==> config.mk <==
export PLATFORM = sky130hd
export DESIGN_NAME = tmsr_top
export DESIGN_NICKNAME = d
export VERILOG_FILES = /design/src/rtl/tmsr_pkg.sv /design/src/rtl/tmsr_stream_if.sv /design/src/rtl/tmsr_top.sv /design/src/rtl/tmsr_seg_mem.sv /design/src/rtl/tmsr_buf2.sv
export SDC_FILE = /design/constraint.sdc
export NUM_CORES = 1
export LEC_CHECK = 0
export ABC_CLOCK_PERIOD_IN_PS = 6800
export BUFFER_PORTS_ARGS = -buffer_cell sky130_fd_sc_hd__buf_2
export CAP_MARGIN = 20
export CORE_UTILIZATION = 50
export CTS_CLUSTER_DIAMETER = 50
export CTS_CLUSTER_SIZE = 25
export DETAILED_ROUTE_END_ITERATION = 12
export HOLD_SLACK_MARGIN = 0.12
export PLACE_DENSITY = 0.68
export SYNTH_ARGS = -nofsm -noshare
export SYNTH_HDL_FRONTEND = slang
export SYNTH_SLANG_ARGS = --single-unit
export TNS_END_PERCENT = 30
==> constraint.sdc <==
create_clock -name i_mclk -period 6.8 [get_ports i_mclk]
set_input_delay 0.68 -clock i_mclk [delete_from_list [all_inputs] [get_ports i_mclk]]
set_output_delay 0.68 -clock i_mclk [all_outputs]
set_load 0.03 [all_outputs]
==> src/rtl/tmsr_pkg.sv <==
// constants, types and helpers of the talk-mode and status responder
// assumes a single 10 MHz clock shared by every module of the block
package tmsr_pkg;

  // ==========================================================
  // timing
  localparam int CLK_HZ = 10_000_000;
  localparam int REFRESH_MS = 50;
  localparam int REFRESH_CYC = REFRESH_MS * (CLK_HZ / 1000);

  // ==========================================================
  // poll condition byte layout and values
  localparam int ST_BREAK = 7;
  localparam int ST_RQS = 6;
  localparam int ST_HWERR = 5;
  localparam int ST_RUN = 4;
  localparam logic [3:0] CODE_RST = 4'h0;
  localparam logic [3:0] CODE_TIMING = 4'hd;
  localparam logic [3:0] CODE_LEVEL = 4'he;
  localparam logic [1:0] REPORT_NORMAL = 2'h1;
  localparam logic [1:0] REPORT_QUIET = 2'h2;
  localparam logic [9:0] ERR_POS_RST = 10'h000;

  // ==========================================================
  // segment table and text lines
  localparam int SEG_DEPTH = 8;
  localparam int SEG_AW = 3;
  localparam int SEG_DW = 24;
  localparam logic [3:0] SEG_DEPTH_N = 4'h8;
  localparam logic [7:0] DISP_CH_CAP = 8'h35;
  localparam int LINE_MAX = 36;
  localparam int STREAM_W = 9;
  localparam logic [5:0] LEN_ERR = 6'h07;
  localparam logic [5:0] LEN_FMT = 6'h10;
  localparam logic [5:0] LEN_FMT_WARN = 6'h23;
  localparam logic [5:0] LEN_SEG = 6'h08;
  localparam logic [5:0] LEN_LAST = 6'h07;

  typedef enum logic [1:0] {TMSR_FMT, TMSR_SEG, TMSR_ERR} tmsr_mode_e;
  typedef enum logic [1:0] {TMSR_HEX, TMSR_DEC, TMSR_OCT, TMSR_BIN} tmsr_coding_e;
  typedef enum logic [1:0] {TK_IDLE, TK_LOAD, TK_EMIT} tmsr_talk_e;

  typedef struct packed {
    logic [1:0] coding;
    logic entry;
    logic [7:0] first_ch;
    logic [7:0] last_ch;
    logic [4:0] nch;
  } tmsr_seg_s;

  // ==========================================================
  // characters
  localparam logic [7:0] CH_SP = 8'h20;
  localparam logic [7:0] CH_0 = 8'h30;
  localparam logic [7:0] CH_HEX_OFS = 8'h37;
  localparam logic [7:0] CH_Y = 8'h59;
  localparam logic [7:0] CH_N = 8'h4e;
  localparam logic [7:0] CH_S = 8'h53;
  localparam logic [7:0] CH_E = 8'h45;
  localparam logic [7:0] CH_H = 8'h48;
  localparam logic [7:0] CH_D = 8'h44;
  localparam logic [7:0] CH_O = 8'h4f;
  localparam logic [7:0] CH_B = 8'h42;
  localparam logic [23:0] TXT_START = 24'h545341;
  localparam logic [23:0] TXT_FORMAT = 24'h464f52;
  localparam logic [23:0] TXT_SRQ = 24'h535251;
  localparam logic [23:0] TXT_HEX = 24'h484558;
  localparam logic [23:0] TXT_DEC = 24'h444543;
  localparam logic [23:0] TXT_OCT = 24'h4f4354;
  localparam logic [143:0] TXT_WARN = 144'h444953504c415920494e434f4d504c455445;

  function automatic logic [7:0] hex_ch(input logic [3:0] n);
    return (n < 4'ha) ? CH_0 + {4'h0, n} : CH_HEX_OFS + {4'h0, n};
  endfunction

  function automatic logic [7:0] dec_ch(input logic [9:0] v, input logic [1:0] p);
    logic [9:0] q;
    q = (p == 2'h2) ? v / 10'd100 : (p == 2'h1) ? v / 10'd10 : v;
    return CH_0 + {4'h0, 4'(q % 10'd10)};
  endfunction

endpackage

==> src/rtl/tmsr_stream_if.sv <==
// character stream between the line builder and the two-entry buffer
// assumes both ends on the same clock
`timescale 1ns/1ns
interface tmsr_stream_if import tmsr_pkg::*; ();
  logic [STREAM_W-1:0] data;
  logic valid;
  logic ready;
  modport src(output data, output valid, input ready);
  modport snk(input data, input valid, output ready);
endinterface

==> src/rtl/tmsr_top.sv <==
// talk-mode responder and serial-poll status unit of a pattern generator
// assumes parser, pattern engine and bus handshake logic share i_mclk;
// only the poll-active pin comes from outside and is synchronised here
// ==========================================================
// Overview of operation
// RULE1: one string per configured segment with fields
// RULE2: final string gives address coding and strobe
// RULE3: controller reads segment count plus one strings
// RULE4: every segment is sent, displayed or not
// RULE5: data lines carry start-address and format mnemonics
// RULE6: too many channels flags and sends warning
// RULE7: error mode returns illegal character position
// RULE8: reply is SRQ, space, three padded digits
// RULE9: stored position kept until newer error
// RULE10: position reads zero before any error
// RULE11: errors and operator key raise SRQ, shown
// RULE12: serial poll drives status byte on data
// RULE13: upper nibble bits are independent flags
// RULE14: lower nibble holds four-bit message code
// RULE15: break bit refreshed on tick or command
// RULE16: run bit refreshed on tick or command
// RULE17: hardware or compatibility error flag bit
// RULE18: request bit marks change, read keeps status
// RULE19: timing and level errors hold error flag
// RULE20: quiet reporting hides SRQ for those errors
// RULE21: only latest error code is kept
// RULE22: SRQ released when serial poll completes
`timescale 1ns/1ns
module tmsr_top import tmsr_pkg::*; #(
  parameter int REFRESH_CYCLES = REFRESH_CYC
) (
  input wire logic i_mclk,
  input wire logic i_reset_n,
  input wire logic i_poll_active,
  output logic [7:0] o_dio,
  output logic o_dio_oe,
  output logic o_srq_oe,
  output logic o_srq_shown,
  input wire logic i_err_valid,
  input wire logic [3:0] i_err_code,
  input wire logic i_err_pos_valid,
  input wire logic [9:0] i_err_pos,
  input wire logic i_timing_err_active,
  input wire logic i_level_err_active,
  input wire logic i_report_select_valid,
  input wire logic [1:0] i_report_select_arg,
  input wire logic i_run,
  input wire logic i_break,
  input wire logic i_refresh_cmd,
  input wire logic i_seg_clear,
  input wire logic i_seg_append,
  input wire logic [SEG_DW-1:0] i_seg_desc,
  input wire logic [1:0] i_addr_coding,
  input wire logic i_strobe_entry,
  input wire logic i_talk_start,
  input wire logic [1:0] i_talk_mode,
  input wire logic [9:0] i_fmt_addr,
  input wire logic [15:0] i_fmt_word,
  output logic [7:0] o_talk_data,
  output logic o_talk_last,
  output logic o_talk_valid,
  input wire logic i_talk_ready,
  output logic o_talk_busy,
  output logic o_display_incomplete
);
  localparam int CNT_W = (REFRESH_CYCLES > 2) ? $clog2(REFRESH_CYCLES) : 1;
  localparam logic [CNT_W-1:0] CNT_LAST = CNT_W'(REFRESH_CYCLES - 1);

  // ==========================================================
  // poll pin synchroniser and poll completion
  logic poll_s1;
  logic poll_s2;
  logic poll_s3;
  wire poll_done = poll_s3 & ~poll_s2;

  always_ff @(posedge i_mclk or negedge i_reset_n) begin
    if (!i_reset_n) begin
      poll_s1 <= 1'b0;
      poll_s2 <= 1'b0;
      poll_s3 <= 1'b0;
    end else begin
      poll_s1 <= i_poll_active;
      poll_s2 <= poll_s1;
      poll_s3 <= poll_s2;
    end
  end

  // ==========================================================
  // status refresh divider
  logic [CNT_W-1:0] ref_cnt;
  wire tick = (ref_cnt == CNT_LAST);
  wire refresh = tick | i_refresh_cmd;

  always_ff @(posedge i_mclk or negedge i_reset_n) begin
    if (!i_reset_n) begin
      ref_cnt <= '0;
    end else begin
      ref_cnt <= tick ? '0 : ref_cnt + CNT_W'(1);
    end
  end

  // ==========================================================
  // poll condition byte
  logic run_flag;
  logic brk_flag;
  logic hw_flag;
  logic rqs;
  logic quiet;
  logic [3:0] code;
  logic [9:0] err_pos;
  wire is_tl = (i_err_code == CODE_TIMING) | (i_err_code == CODE_LEVEL);
  wire err_report = i_err_valid & ~(quiet & is_tl);
  wire next_rqs = err_report | (rqs & ~poll_done);
  wire next_hw = (i_err_valid & is_tl) | i_timing_err_active | i_level_err_active;
  wire [7:0] status = {brk_flag, rqs, hw_flag, run_flag, code};

  always_ff @(posedge i_mclk or negedge i_reset_n) begin
    if (!i_reset_n) begin
      run_flag <= 1'b0;
      brk_flag <= 1'b0;
      hw_flag <= 1'b0;
      rqs <= 1'b0;
      quiet <= 1'b0;
      code <= CODE_RST;
      err_pos <= ERR_POS_RST; // RULE10
    end else begin
      if (refresh) begin
        run_flag <= i_run; // RULE16
        brk_flag <= i_break; // RULE15
      end
      hw_flag <= next_hw; // RULE17 RULE19
      rqs <= next_rqs; // RULE11 RULE18 RULE22
      if (i_report_select_valid && i_report_select_arg == REPORT_QUIET) begin
        quiet <= 1'b1; // RULE20
      end else if (i_report_select_valid && i_report_select_arg == REPORT_NORMAL) begin
        quiet <= 1'b0;
      end
      if (i_err_valid) begin
        code <= i_err_code; // RULE14 RULE21
      end
      if (i_err_pos_valid) begin
        err_pos <= i_err_pos; // RULE9
      end
    end
  end

  // the byte is driven for the whole poll; completing the poll clears only the request bit
  assign o_dio = status; // RULE12 RULE13
  assign o_dio_oe = poll_s2;
  assign o_srq_oe = rqs; // RULE11
  assign o_srq_shown = rqs;

  // ==========================================================
  // segment table
  logic [3:0] seg_count;
  logic [7:0] total_ch;
  logic disp_inc;
  logic [SEG_AW-1:0] seg_raddr;
  logic [SEG_DW-1:0] seg_rdata;
  tmsr_seg_s new_seg;
  tmsr_seg_s rd_seg;
  wire seg_wr = i_seg_append & ~i_seg_clear & (seg_count < SEG_DEPTH_N);
  assign new_seg = tmsr_seg_s'(i_seg_desc);
  assign rd_seg = tmsr_seg_s'(seg_rdata);
  assign o_display_incomplete = disp_inc;

  tmsr_seg_mem u_mem (
    .i_mclk(i_mclk),
    .i_wr(seg_wr),
    .i_waddr(seg_count[SEG_AW-1:0]),
    .i_wdata(i_seg_desc),
    .i_raddr(seg_raddr),
    .o_rdata(seg_rdata)
  );

  always_ff @(posedge i_mclk or negedge i_reset_n) begin
    if (!i_reset_n) begin
      seg_count <= 4'h0;
      total_ch <= 8'h00;
      disp_inc <= 1'b0;
    end else begin
      if (i_seg_clear) begin
        seg_count <= 4'h0;
        total_ch <= 8'h00;
      end else if (seg_wr) begin
        seg_count <= seg_count + 4'h1;
        total_ch <= total_ch + {3'h0, new_seg.nch};
      end
      disp_inc <= (total_ch > DISP_CH_CAP); // RULE6
    end
  end

  // ==========================================================
  // talker sequencer
  tmsr_talk_e state;
  tmsr_mode_e mode;
  logic [3:0] seg_idx;
  logic [5:0] ch_idx;
  logic [9:0] fmt_addr;
  logic [15:0] fmt_word;
  logic [7:0] line [LINE_MAX];
  logic [5:0] line_len;
  tmsr_stream_if in_if ();
  tmsr_stream_if out_if ();
  wire seg_final = (seg_idx == seg_count);
  wire start_ok = i_talk_start & (state == TK_IDLE);
  wire is_last = (ch_idx == line_len - 6'h01);
  wire fire = in_if.valid & in_if.ready;

  assign seg_raddr = seg_idx[SEG_AW-1:0];
  assign in_if.valid = (state == TK_EMIT);
  assign in_if.data = {is_last, line[ch_idx]};
  assign o_talk_busy = (state != TK_IDLE);

  // line image of the string being sent
  always_comb begin
    for (int k = 0; k < LINE_MAX; k++) begin
      line[k] = CH_SP;
    end
    line_len = LEN_ERR;
    unique case (mode)
      TMSR_FMT: begin
        {line[0], line[1], line[2]} = TXT_START; // RULE5
        line[4] = dec_ch(fmt_addr, 2'h2);
        line[5] = dec_ch(fmt_addr, 2'h1);
        line[6] = dec_ch(fmt_addr, 2'h0);
        {line[8], line[9], line[10]} = TXT_FORMAT;
        line[12] = hex_ch(fmt_word[15:12]);
        line[13] = hex_ch(fmt_word[11:8]);
        line[14] = hex_ch(fmt_word[7:4]);
        line[15] = hex_ch(fmt_word[3:0]);
        line_len = LEN_FMT;
        if (disp_inc) begin
          for (int k = 0; k < 18; k++) begin
            line[17 + k] = TXT_WARN[8 * (17 - k) +: 8]; // RULE6
          end
          line_len = LEN_FMT_WARN;
        end
      end
      TMSR_SEG: begin
        if (seg_final) begin
          unique case (tmsr_coding_e'(i_addr_coding))
            TMSR_DEC: {line[0], line[1], line[2]} = TXT_DEC;
            TMSR_OCT: {line[0], line[1], line[2]} = TXT_OCT;
            default: {line[0], line[1], line[2]} = TXT_HEX; // RULE2
          endcase
          line[4] = CH_S;
          line[5] = i_strobe_entry ? CH_Y : CH_N;
          line[6] = CH_E;
          line_len = LEN_LAST;
        end else begin
          unique case (tmsr_coding_e'(rd_seg.coding))
            TMSR_HEX: line[0] = CH_H;
            TMSR_DEC: line[0] = CH_D;
            TMSR_OCT: line[0] = CH_O;
            TMSR_BIN: line[0] = CH_B;
          endcase
          line[1] = rd_seg.entry ? CH_Y : CH_N; // RULE1
          line[3] = hex_ch(rd_seg.first_ch[7:4]);
          line[4] = hex_ch(rd_seg.first_ch[3:0]);
          line[6] = hex_ch(rd_seg.last_ch[7:4]);
          line[7] = hex_ch(rd_seg.last_ch[3:0]);
          line_len = LEN_SEG;
        end
      end
      default: begin
        {line[0], line[1], line[2]} = TXT_SRQ; // RULE8
        line[4] = dec_ch(err_pos, 2'h2); // RULE7
        line[5] = dec_ch(err_pos, 2'h1);
        line[6] = dec_ch(err_pos, 2'h0);
      end
    endcase
  end

  // a start while busy is ignored; strings never interleave
  always_ff @(posedge i_mclk or negedge i_reset_n) begin
    if (!i_reset_n) begin
      state <= TK_IDLE;
      mode <= TMSR_ERR;
      seg_idx <= 4'h0;
      ch_idx <= 6'h00;
      fmt_addr <= 10'h000;
      fmt_word <= 16'h0000;
    end else begin
      unique case (state)
        TK_IDLE: begin
          if (start_ok) begin
            mode <= tmsr_mode_e'(i_talk_mode);
            fmt_addr <= i_fmt_addr;
            fmt_word <= i_fmt_word;
            seg_idx <= 4'h0;
            ch_idx <= 6'h00;
            state <= TK_LOAD;
          end
        end
        TK_LOAD: state <= TK_EMIT;
        TK_EMIT: begin
          if (fire && !is_last) begin
            ch_idx <= ch_idx + 6'h01;
          end else if (fire && mode == TMSR_SEG && !seg_final) begin
            seg_idx <= seg_idx + 4'h1; // RULE4
            ch_idx <= 6'h00;
            state <= TK_LOAD;
          end else if (fire) begin
            state <= TK_IDLE;
          end
        end
        default: state <= TK_IDLE;
      endcase
    end
  end

  // ==========================================================
  // output buffer, back-pressure stalls the sequencer
  assign out_if.ready = i_talk_ready;
  assign o_talk_data = out_if.data[7:0];
  assign o_talk_last = out_if.data[8];
  assign o_talk_valid = out_if.valid;

  tmsr_buf2 u_buf (
    .i_mclk(i_mclk),
    .i_reset_n(i_reset_n),
    .s_in(in_if.snk),
    .s_out(out_if.src)
  );
endmodule

==> src/rtl/tmsr_seg_mem.sv <==
// segment descriptor store, one write port, registered read data
// assumes writes and reads on the same clock; read data lags address by one edge
`timescale 1ns/1ns
module tmsr_seg_mem import tmsr_pkg::*; (
  input wire logic i_mclk,
  input wire logic i_wr,
  input wire logic [SEG_AW-1:0] i_waddr,
  input wire logic [SEG_DW-1:0] i_wdata,
  input wire logic [SEG_AW-1:0] i_raddr,
  output logic [SEG_DW-1:0] o_rdata
);
  // ==========================================================
  // storage; contents undefined until written, the count guards use
  logic [SEG_DW-1:0] mem [SEG_DEPTH];

  always_ff @(posedge i_mclk) begin
    if (i_wr) begin
      mem[i_waddr] <= i_wdata;
    end
    o_rdata <= mem[i_raddr];
  end
endmodule

==> src/rtl/tmsr_buf2.sv <==
// two-entry buffer so a stalled receiver loses no character
// assumes one clock and active-low asynchronous reset
`timescale 1ns/1ns
module tmsr_buf2 import tmsr_pkg::*; (
  input wire logic i_mclk,
  input wire logic i_reset_n,
  tmsr_stream_if.snk s_in,
  tmsr_stream_if.src s_out
);
  // ==========================================================
  // storage and pointers
  logic [STREAM_W-1:0] mem [2];
  logic wr_ptr;
  logic rd_ptr;
  logic [1:0] count;
  wire push = s_in.valid & s_in.ready;
  wire pop = s_out.valid & s_out.ready;

  assign s_in.ready = (count != 2'h2);
  assign s_out.valid = (count != 2'h0);
  assign s_out.data = mem[rd_ptr];

  always_ff @(posedge i_mclk or negedge i_reset_n) begin
    if (!i_reset_n) begin
      wr_ptr <= 1'b0;
      rd_ptr <= 1'b0;
      count <= 2'h0;
      mem[0] <= '0;
      mem[1] <= '0;
    end else begin
      if (push) begin
        mem[wr_ptr] <= s_in.data;
        wr_ptr <= ~wr_ptr;
      end
      if (pop) begin
        rd_ptr <= ~rd_ptr;
      end
      count <= count + {1'b0, push} - {1'b0, pop};
    end
  end
endmodule

# After elaboration in Yosys (flattened, before gate mapping)
# Memories as Yosys holds them, arrays and structs flattened. A register that Yosys moved wholly into a read port is not among the register bits.
# Cells that the tools add are included.
[op_classes]
n_addsub = 30
n_mul = 0
n_div = 10
magnitude_cmp = 14
n_eq_ne = 21
shifts = 0
n_mux = 61
bitwise = 24
n_reduce_logical = 20
[op_table]
columns = ["operator", "n"]
rows = [
  ["$add A6 B4 Y7 const A", 22],
  ["$mux W144", 1],
  ["$mux W143", 1],
  ["$mux W7", 13],
  ["$mod A10 B4 Y10 const B", 6],
  ["$mux W8", 7],
  ["$bmux W8 S6", 1],
  ["$pmux W24 S2", 1],
  ["$pmux W23 S2", 1],
  ["$pmux W20 S2", 1],
  ["$lt A4 B4 Y1 const B", 9],
  ["$mux W9", 4],
  ["$mux W32", 1],
  ["$pmux W8 S4", 1],
  ["$mux W4", 6],
  ["$mux W6", 4],
  ["$pmux W6 S2", 2],
  ["$mux W23", 1],
  ["$div A10 B4 Y10 const B", 2],
  ["$div A10 B7 Y10 const B", 2],
  ["$add A19 B1 Y19 const B", 1],
  ["$eq A19 B19 Y1 const B", 1],
  ["$mux W19", 1],
  ["$bwmux W18", 1],
  ["other kinds (36)", 90],
]
[word_totals]
ff_bits = 116
latchBits = 0
ram_bits = 192
mem_bits_ro = 0
input_bits = 86
out_inout_bits = 23
word_cells = 206
n_memories = 1
[memory_table]
columns = ["name", "words", "word_bits", "read_ports", "rd_ports_with_merged_regs", "write_ports", "line", "source"]
rows = [
  ["u_mem.mem", 8, 24, 1, 1, 1, "tmsr_seg_mem.sv:14", "logic [SEG_DW-1:0] mem [SEG_DEPTH];"],
]

# Logic depth before layout (Yosys ltp)
# Gate-level depths: netlist (run 1).
[depth]
depth_word = 9
depth_mapped = 29
ltp_nobuf = 24

# By module
# Synthesis (run 1) repeated with hierarchy kept, for this count alone.
[hier_totals]
hier_cells = 1413
hier_area_um2 = 17095.1
[by_module_without_submodules]
columns = ["mod", "n_inst", "cells_each", "area_per_inst_um2", "seq_area_each_um2"]
rows = [
  ["tmsr_top", 1, 1034, 8221.6, 2353.5],
  ["tmsr_seg_mem", 1, 314, 7810.0, 6246.0],
  ["tmsr_buf2", 1, 65, 1063.5, 550.5],
]

# Worst setup path after synthesis (run 1)
# OpenSTA, ideal clock, no wires.
[synth_path]
path_kind = "register -> register"
startpoint = "register mode[1]"
endpoint = "register u_buf.mem[12] (netlist bit)"
setup_time_ns = 0.129
arrival_time_ns = 5.493
t_required_ns = 6.671
slack_ns = 1.178
stages_incl_launch_ff = 27
n_path_buf = 5
synth_period_minus_slack_ns = 5.622
cell_sequence = "dfstp_2 -> or2_1 -> buf_6 -> buf_6 -> buf_6 -> buf_2 -> mux2_2 -> a221oi_1 -> a21oi_1 -> inv_1 -> ha_1 -> nand2_1 -> or4_4 -> a221oi_4 -> a21boi_2 -> ha_1 -> a221oi_1 -> a211oi_1 -> a21o_1 -> buf_2 -> nand2b_1 -> o22a_1 -> ha_1 -> a2111oi_0 -> o21ai_0 -> a31oi_1 -> o21ai_0"
[synth_via]
elab_chain_len = 6
word_cells_on_any_way = 13
classes_between = "eq/ne: 1; mux: 11; reduce/logical: 1"
[synth_rtl]
columns = ["element", "line", "source"]
rows = [
  ["start, declared", "tmsr_top.sv:196", "tmsr_mode_e mode;"],
  ["start signal, assigned", "tmsr_top.sv:288", "mode <= tmsr_mode_e'(i_talk_mode);"],
  ["$eq A2 B1 Y1 / $logic_not A2 Y1 (equally long branches)", "tmsr_top.sv:221", "unique case (mode)"],
  ["$pmux W23 S2, or another cell as far along", "tmsr_top.sv:221", ""],
  ["$bmux W8 S6 *", "tmsr_top.sv:212", "assign in_if.data = {is_last, line[ch_idx]};"],
  ["$mux W8 (implied by the code) * (2 in a row)", "tmsr_top.sv:212", ""],
  ["$bwmux W18 *", "tmsr_buf2.sv:32", "mem[wr_ptr] <= s_in.data;"],
  ["end signal, assigned by index", "tmsr_buf2.sv:32", ""],
  ["end, declared", "tmsr_buf2.sv:12", "logic [STREAM_W-1:0] mem [2];"],
]
# Every way passes the cells marked *; elsewhere a longest branch is shown, timed or not. The select of a mux whose other input is x is not followed.
# A chain may end at the register's enable or synchronous reset.

# Worst setup path in the final report (run 1)
[layout_path]
startpoint = "register mode[0]"
endpoint = "register u_buf.mem[3] (netlist bit)"
# Same word-level chain as after synthesis.

==> flow_summary.toml, run 1 <==
[detailed_routing]
post_drt_via_cell_ratio = 6.07
dr.pass1.iters = 6
detail_route.wl_per_cell_um = 19.7
wirelength_mm = 36.8
antenna_violating_nets_post_route = 0
vias = 11330
detailedRoute.firstIterationViolations = 1008
route.detailed.drc = 0

[placed_design]
place.detailed.hpwl_mm = 25.0
placement.io_buffers = 107
detailedPlace.worstSlack_ns = 0.540
routability_congestion_estimate_from_global_placement = 0.948

[pwr]
finalPower_mw = 8.44
net-switching-power_mw = 3.74
comb_power_share_pct = 52.2
cellInternalPower_mw = 4.70
power.share.switching_pct = 44.3
share_clk_of_total_power_pct = 19.7
power.density_nw_per_um2 = 492
vdd.ir_drop.worst_mv = 0.292
total_leakage_power_nw = 6.49
sequentialPowerShare_pct = 28.1

[worst_setup_path]
startpoint = "mode[0]"
crit_path_start_kind = "flip-flop"
worst_setup_path_end_kind = "flip-flop"
crit_arrival_ns = 6.59
critPathMaxStageDelay_ns = 0.55
worstSetupPathType = "flip-flop to flip-flop"
worstPathBufferInverterCount = 1
critPathMostFrequentCell = "sky130_fd_sc_hd__o21ai_0"
path_delay_family = "compound AO/OA/AOI/OAI gates"
critical_path.max_fanout = 10
required_ns = 7.22
crit-reg2reg-launch = "mode[0]"
cp_cell_sequence = "nor2_2 > buf_4 > mux2_2 > mux2_2 > o221a_2 > xnor2_1 > a21oi_1 > o21ai_0 > a221oi_4 > a21boi_2 > ha_1 > a221oi_1 > a211oi_1 > a21o_1 > nand2b_1 > o22a_1 > ha_1 > a2111oi_0 > o21ai_0 > a31oi_1 > o21ai_0"
crit_path_top_delay_cell = "sky130_fd_sc_hd__nor2_2"

[sta]
maxSlewViolCount = 0
grt_setup_unrepaired = "false"
worst_slack_ns = 0.626
timing_worst_slew_pin_value_ns = 0.906
skew_ns = 0.0483
setup_viol_count_final = 0
max_freq_mhz = 162
post-route-period-util_pct = 90.8
timing.hold.ws_ns = 0.128
final_worst_path_period_need_ns = 6.17
timing.max_slew.rel_slack_pct = 39.6
report.final.hold_viol_count = 0
fin_setup_tns_ns = 0

[clock_tree]
h-tree-depth = 1
cts.hold.buffers_added = 0
cts_made_buffers = 29
clkSinkCount = 285
cts.path.max_buffers = 3
cts.clk_slew.worst_paths_ns = 0.06
tritoncts = "built"
clock_tree.root_cell = "sky130_fd_sc_hd__clkbuf_16"
clock_insertion_delay_worst_skew_ns = 0.58

[logic_synthesis]
synth_seq_cells = 285
seq_area_frac_synth_pct = 51.3
async_flop_share_pct = 40.0
netlist-cell-type-count = 92
synth_cells = 1364
syn-num-nets = 1484
top_reg_cell_synth = "sky130_fd_sc_hd__edfxtp_1"
syn-cell-area_um2 = 15200
synthesis.area_per_instance_um2 = 11.2
synth-edff-count = 152
synth-warning-count = 0

[flow_run]
drv_cap = 0

[layout]
layout.cells.most_common = "sky130_fd_sc_hd__edfxtp_1"
drive_above_1_share_pct = 22.3
final_cell_mix = "sky130_fd_sc_hd__edfxtp_1 (152), sky130_fd_sc_hd__nand2_1 (124), sky130_fd_sc_hd__dfrtp_1 (112), sky130_fd_sc_hd__buf_2 (106), sky130_fd_sc_hd__o21ai_0 (95)"
layout.nets = 1574
antenna_cells_inserted = 0
layout-area-overhead-vs-synth_pct = 12.8

[run_status]
outcome = "complete, no violations"

[worst_hold_path]
worst_hold_path_type = "primary input to async pin"

[floorplanning]
ios = 109
dieHeight_um = 176
core-area_um2 = 29800
die_area_um2 = 31100
row_count = 63
starting_density_of_the_core_pct = 51.0
die_w_um = 176

[grt]
grt_overflow = 0
number_of_antenna_violations_at_the_first_check_in_global_routing = 3
first_pass_grt_wire_length_mm = 58.9
grt_start_max_net_pins = 70
groute.usage.overall_pct = 23.9
grt_pass1_vias = 11006
worst reg2reg max path, stage by stage (launching register included):
cell                        delay, ns
sky130_fd_sc_hd__dfrtp_1         0.50
sky130_fd_sc_hd__nor2_2          0.55
sky130_fd_sc_hd__buf_4           0.28
sky130_fd_sc_hd__mux2_2          0.38
sky130_fd_sc_hd__mux2_2          0.29
sky130_fd_sc_hd__o221a_2         0.36
sky130_fd_sc_hd__xnor2_1         0.17
sky130_fd_sc_hd__a21oi_1         0.17
sky130_fd_sc_hd__o21ai_0         0.21
sky130_fd_sc_hd__a221oi_4        0.48
sky130_fd_sc_hd__a21boi_2        0.19
sky130_fd_sc_hd__ha_1            0.37
sky130_fd_sc_hd__a221oi_1        0.29
sky130_fd_sc_hd__a211oi_1        0.09
sky130_fd_sc_hd__a21o_1          0.27
sky130_fd_sc_hd__nand2b_1        0.19
sky130_fd_sc_hd__o22a_1          0.19
sky130_fd_sc_hd__ha_1            0.24
sky130_fd_sc_hd__a2111oi_0       0.34
sky130_fd_sc_hd__o21ai_0         0.14
sky130_fd_sc_hd__a31oi_1         0.22
sky130_fd_sc_hd__o21ai_0         0.11
power groups by stage:
stage / registers [mW] / logic (mW) / clock network (mW)
floorplan: 2.26 / 3.42 / 0
global placement: 2.39 / 4.30 / 0
detailed placement: 2.40 / 4.32 / 0
CTS: 2.37 / 4.35 / 1.70
global route: 2.41 / 4.82 / 1.76
finish: 2.37 / 4.41 / 1.67
cell families after synthesis:
| family | Yosys count | share of synthesized area [%] |
|---|---|---|
| mux | 116 | 11.3 |
| other cells | 1 | 0.0247 |
| buf+inv | 136 | 3.83 |
| simple gates | 379 | 11.9 |
| fa+ha+maj | 36 | 2.98 |
| compound gates | 343 | 14.7 |
| flops | 285 | 51.3 |
| xor+xnor | 68 | 3.92 |
path summary, 6_finish.rpt:
| check | depth (start not counted) | slack, ns | to |
|---|---|---|---|
| worst max-delay path | 21 | 0.63 | u_buf.mem[3] |
| worst min-delay path | 1 | 0.13 | run_flag |
| worst max register to register | 21 | 0.63 | u_buf.mem[3] |
| worst min register to register | 0 | 0.39 | poll_s3 |
| max in group asynchronous | 2 | 5.32 | seg_idx[3] |
| min in group i_mclk | 1 | 0.21 | poll_s1 |
what timing repair did:
action | in CTS | in global routing
buffers inserted | 0 | 0
gates resized for setup | 0 | 2
endpoints found under the setup margin | 0 | 2
endpoints found under the hold margin | 0 | 0
cell type report:
class,count,area [um2]
fill,2487,12600
sequential,285,7800
multi-input combinational,943,6870
clock buffer,34,785
timing repair buffer,139,778
tap,390,488
clock inverter,20,235
inverter,56,210
metal layers:
metal  track usage [%]  wire, um  up-vias
met2              40.4     17900      388
met5                 0        39        -
met4              8.23      1190        6
met3              3.34      1950       94
li1                  -         -     5279
met1              31.5     15700     5563
sequential cells by signal (all words and copies together) (netlist names), 6 cells and up:
signal,flops
total_ch,8
fmt_addr,10
ch_idx,6
err_pos,10
ref_cnt,19
u_buf.mem,16
u_mem.o_rdata,19
u_mem.mem,152
fmt_word,16
per-stage QoR:
step / utilization (%) / instance area (um2) / std cells
floorplan: - / 15200 / 1364
global placement: 54.2 / 16100 / 1813
detailed placement: 54.2 / 16100 / 1813
CTS: 57.6 / 17200 / 1867
global route: 57.6 / 17200 / 1867
finish: 57.6 / 17200 / 1867
cell usage after synthesis (all sizes together) (5+ instances only):
cell,n,area [um2]
o22ai,12,75.1
a31oi,35,240
nor4b,16,146
buf,30,184
nor4,13,81.3
a221oi,6,82.6
o21ai,99,499
and2,6,37.5
mux2,64,721
dfrtp,113,2830
nor2b,11,68.8
and3,5,31.3
dfxtp,19,380
mux2i,14,148
o31ai,10,88.8
a21oi,79,399
nand2b,9,56.3
nand2,124,465
a21o,14,105
nor2,100,378
nand4,7,43.8
o21a,6,45.0
a211oi,22,178
clkbuf,50,188
xnor2,48,420
a311oi,7,61.3
ha,33,413
xor2,20,175
edfxtp,152,4560
or3,10,67.6
mux4,38,856
inv,54,203
o211ai,12,90.1
nor3,31,165
nand3,36,180
Note: power is estimated with default switching activity, not from simulation.
==> run 2: changes to the inputs <==
- PLACE_DENSITY: 0.68 -> unset
- PLACE_DENSITY_LB_ADDON: unset -> 0.05
==> run 2 against run 1 <==
Register-to-register slack got worse by 0.11 ns. Clock skew down 0.013 ns. Sequential power about the same. Largest cell class unchanged. Via count decreased by 1.6%. Highest routed layer is now met4. Combinational power is essentially flat. Setup slack worse by 0.11 ns.
==> flow_summary.toml, run 2 (synthesis gave the netlist of run 1 again) <==
[run_status]
outcome = "complete, no violations"

[placed_design]
detailedPlace.worstSlack_ns = 0.688
placement.io_buffers = 107
place.detailed.hpwl_mm = 26.0
placed_cell_area_um2 = 16200
routability_congestion_estimate_from_global_placement = 0.956

[worst_setup_path]
startpoint = "mode[1]"
worstSetupPathType = "flip-flop to flip-flop"
crit_arrival_ns = 6.72
critical_path.max_fanout = 32
path_delay_family = "compound AO/OA/AOI/OAI gates"
required_ns = 7.23
crit_path_start_kind = "flip-flop"
reg2reg_slack_ns = 0.52
crit-reg2reg-launch = "mode[1]"
crit_path_top_delay_cell = "sky130_fd_sc_hd__mux2i_2"
critPathMaxStageDelay_ns = 0.53
worstPathBufferInverterCount = 4
worst_setup_path_end_kind = "flip-flop"

[clock_tree]
cts_made_buffers = 28
postCtsSetupBuffers = 0
clock_insertion_delay_worst_skew_ns = 0.59
h-tree-depth = 1
tritoncts = "built"
cts.hold.buffers_added = 0
cts.path.max_buffers = 3
ctsResizeCount = 0
cts.clk_slew.worst_paths_ns = 0.08
clkSinkCount = 285
clock_tree.root_cell = "sky130_fd_sc_hd__clkbuf_16"

[grt]
grt_overflow = 0
grt_use_met2_pct = 41.6
grt-busiest-layer = "met2"
groute.usage.overall_pct = 24.4
number_of_antenna_violations_at_the_first_check_in_global_routing = 0
first_pass_grt_wire_length_mm = 59.9
gr-usage-met3_pct = 2.80
grt_start_max_net_pins = 59
m1_gr_usage_pct = 32.9
grt_pass1_vias = 10878

[detailed_routing]
detailedRoute.firstIterationViolations = 912
vias = 11153
post_drt_via_cell_ratio = 5.97
detail_route.wl_per_cell_um = 20.1
dr.pass1.iters = 5
route.detailed.drc = 0
antenna_violating_nets_post_route = 0
wirelength_mm = 37.5

[floorplanning]
dieHeight_um = 176
die_area_um2 = 31100
ios = 109
starting_density_of_the_core_pct = 51.0
die_w_um = 176
core-area_um2 = 29800
row_count = 63

[layout]
largest_register = "u_mem.mem"
final_cell_mix = "sky130_fd_sc_hd__edfxtp_1 (152), sky130_fd_sc_hd__nand2_1 (124), sky130_fd_sc_hd__dfrtp_1 (111), sky130_fd_sc_hd__buf_2 (106), sky130_fd_sc_hd__o21ai_0 (95)"
layout.cells.most_common = "sky130_fd_sc_hd__edfxtp_1"
antenna_cells_inserted = 0
drive_above_1_share_pct = 22.3
final_core_util_pct = 57.6
largest_reg_flops = 152
stdcell_area_um2 = 17200
reg.largest.list = "u_mem.mem (152), ref_cnt (19), u_mem.o_rdata (19)"
layout.nets = 1575
layout-area-overhead-vs-synth_pct = 12.9

[sta]
max_freq_mhz = 159
maxSlewViolCount = 0
report.final.hold_viol_count = 0
setup_viol_count_final = 0
grt_setup_unrepaired = "false"
worst_slack_ns = 0.516
timing.max_slew.rel_slack_pct = 32.8
timing.hold.ws_ns = 0.161
final_worst_path_period_need_ns = 6.28
skew_ns = 0.0356
fin_setup_tns_ns = 0
timing_worst_slew_pin_value_ns = 1.00
post-route-period-util_pct = 92.4

[pwr]
total_leakage_power_nw = 6.50
vdd.ir_drop.worst_mv = 0.243
power.density_nw_per_um2 = 492

[worst_hold_path]
worst_hold_path_type = "primary input to async pin"

[flow_run]
drv_cap = 0
run 2: stage by stage:
| stage | std cells | total power, mW |
|---|---|---|
| after floorplan | 1364 | 5.69 |
| after detailed placement | 1815 | 6.77 |
| final | 1867 | 8.45 |
| after CTS | 1867 | 8.46 |
| after global routing | 1867 | 9.04 |
| after global placement | 1815 | 6.75 |
run 2: final timing paths:
path,endpoint,cells past startpoint
max,u_buf.mem[12],26
min,total_ch[4],1
max reg2reg,u_buf.mem[12],26
min reg2reg,o_dio_oe,0
max in group asynchronous,seg_idx[0],2
min in group i_mclk,poll_s1,1
run 2: layout make-up:
cell class	count	area [um2]
timing repair buffer	141	793
fill	2553	12600
inverter	56	210
clock inverter	22	299
multi-input combinational	943	6860
sequential	285	7800
tap	390	488
clock buffer	30	718
run 2: routing by layer:
layer  share of wire, %  up-vias
met4                3.1        0
met1                 44     5483
met3                3.6       80
met5                  0        -
met2                 49      291
li1                   -     5299
run 2: report_power, final:
group | internal [mW] | switching, mW
Clock | 0.922 | 0.743
Combinational | 1.73 | 2.70
Sequential | 2.07 | 0.276
Total | 4.73 | 3.72
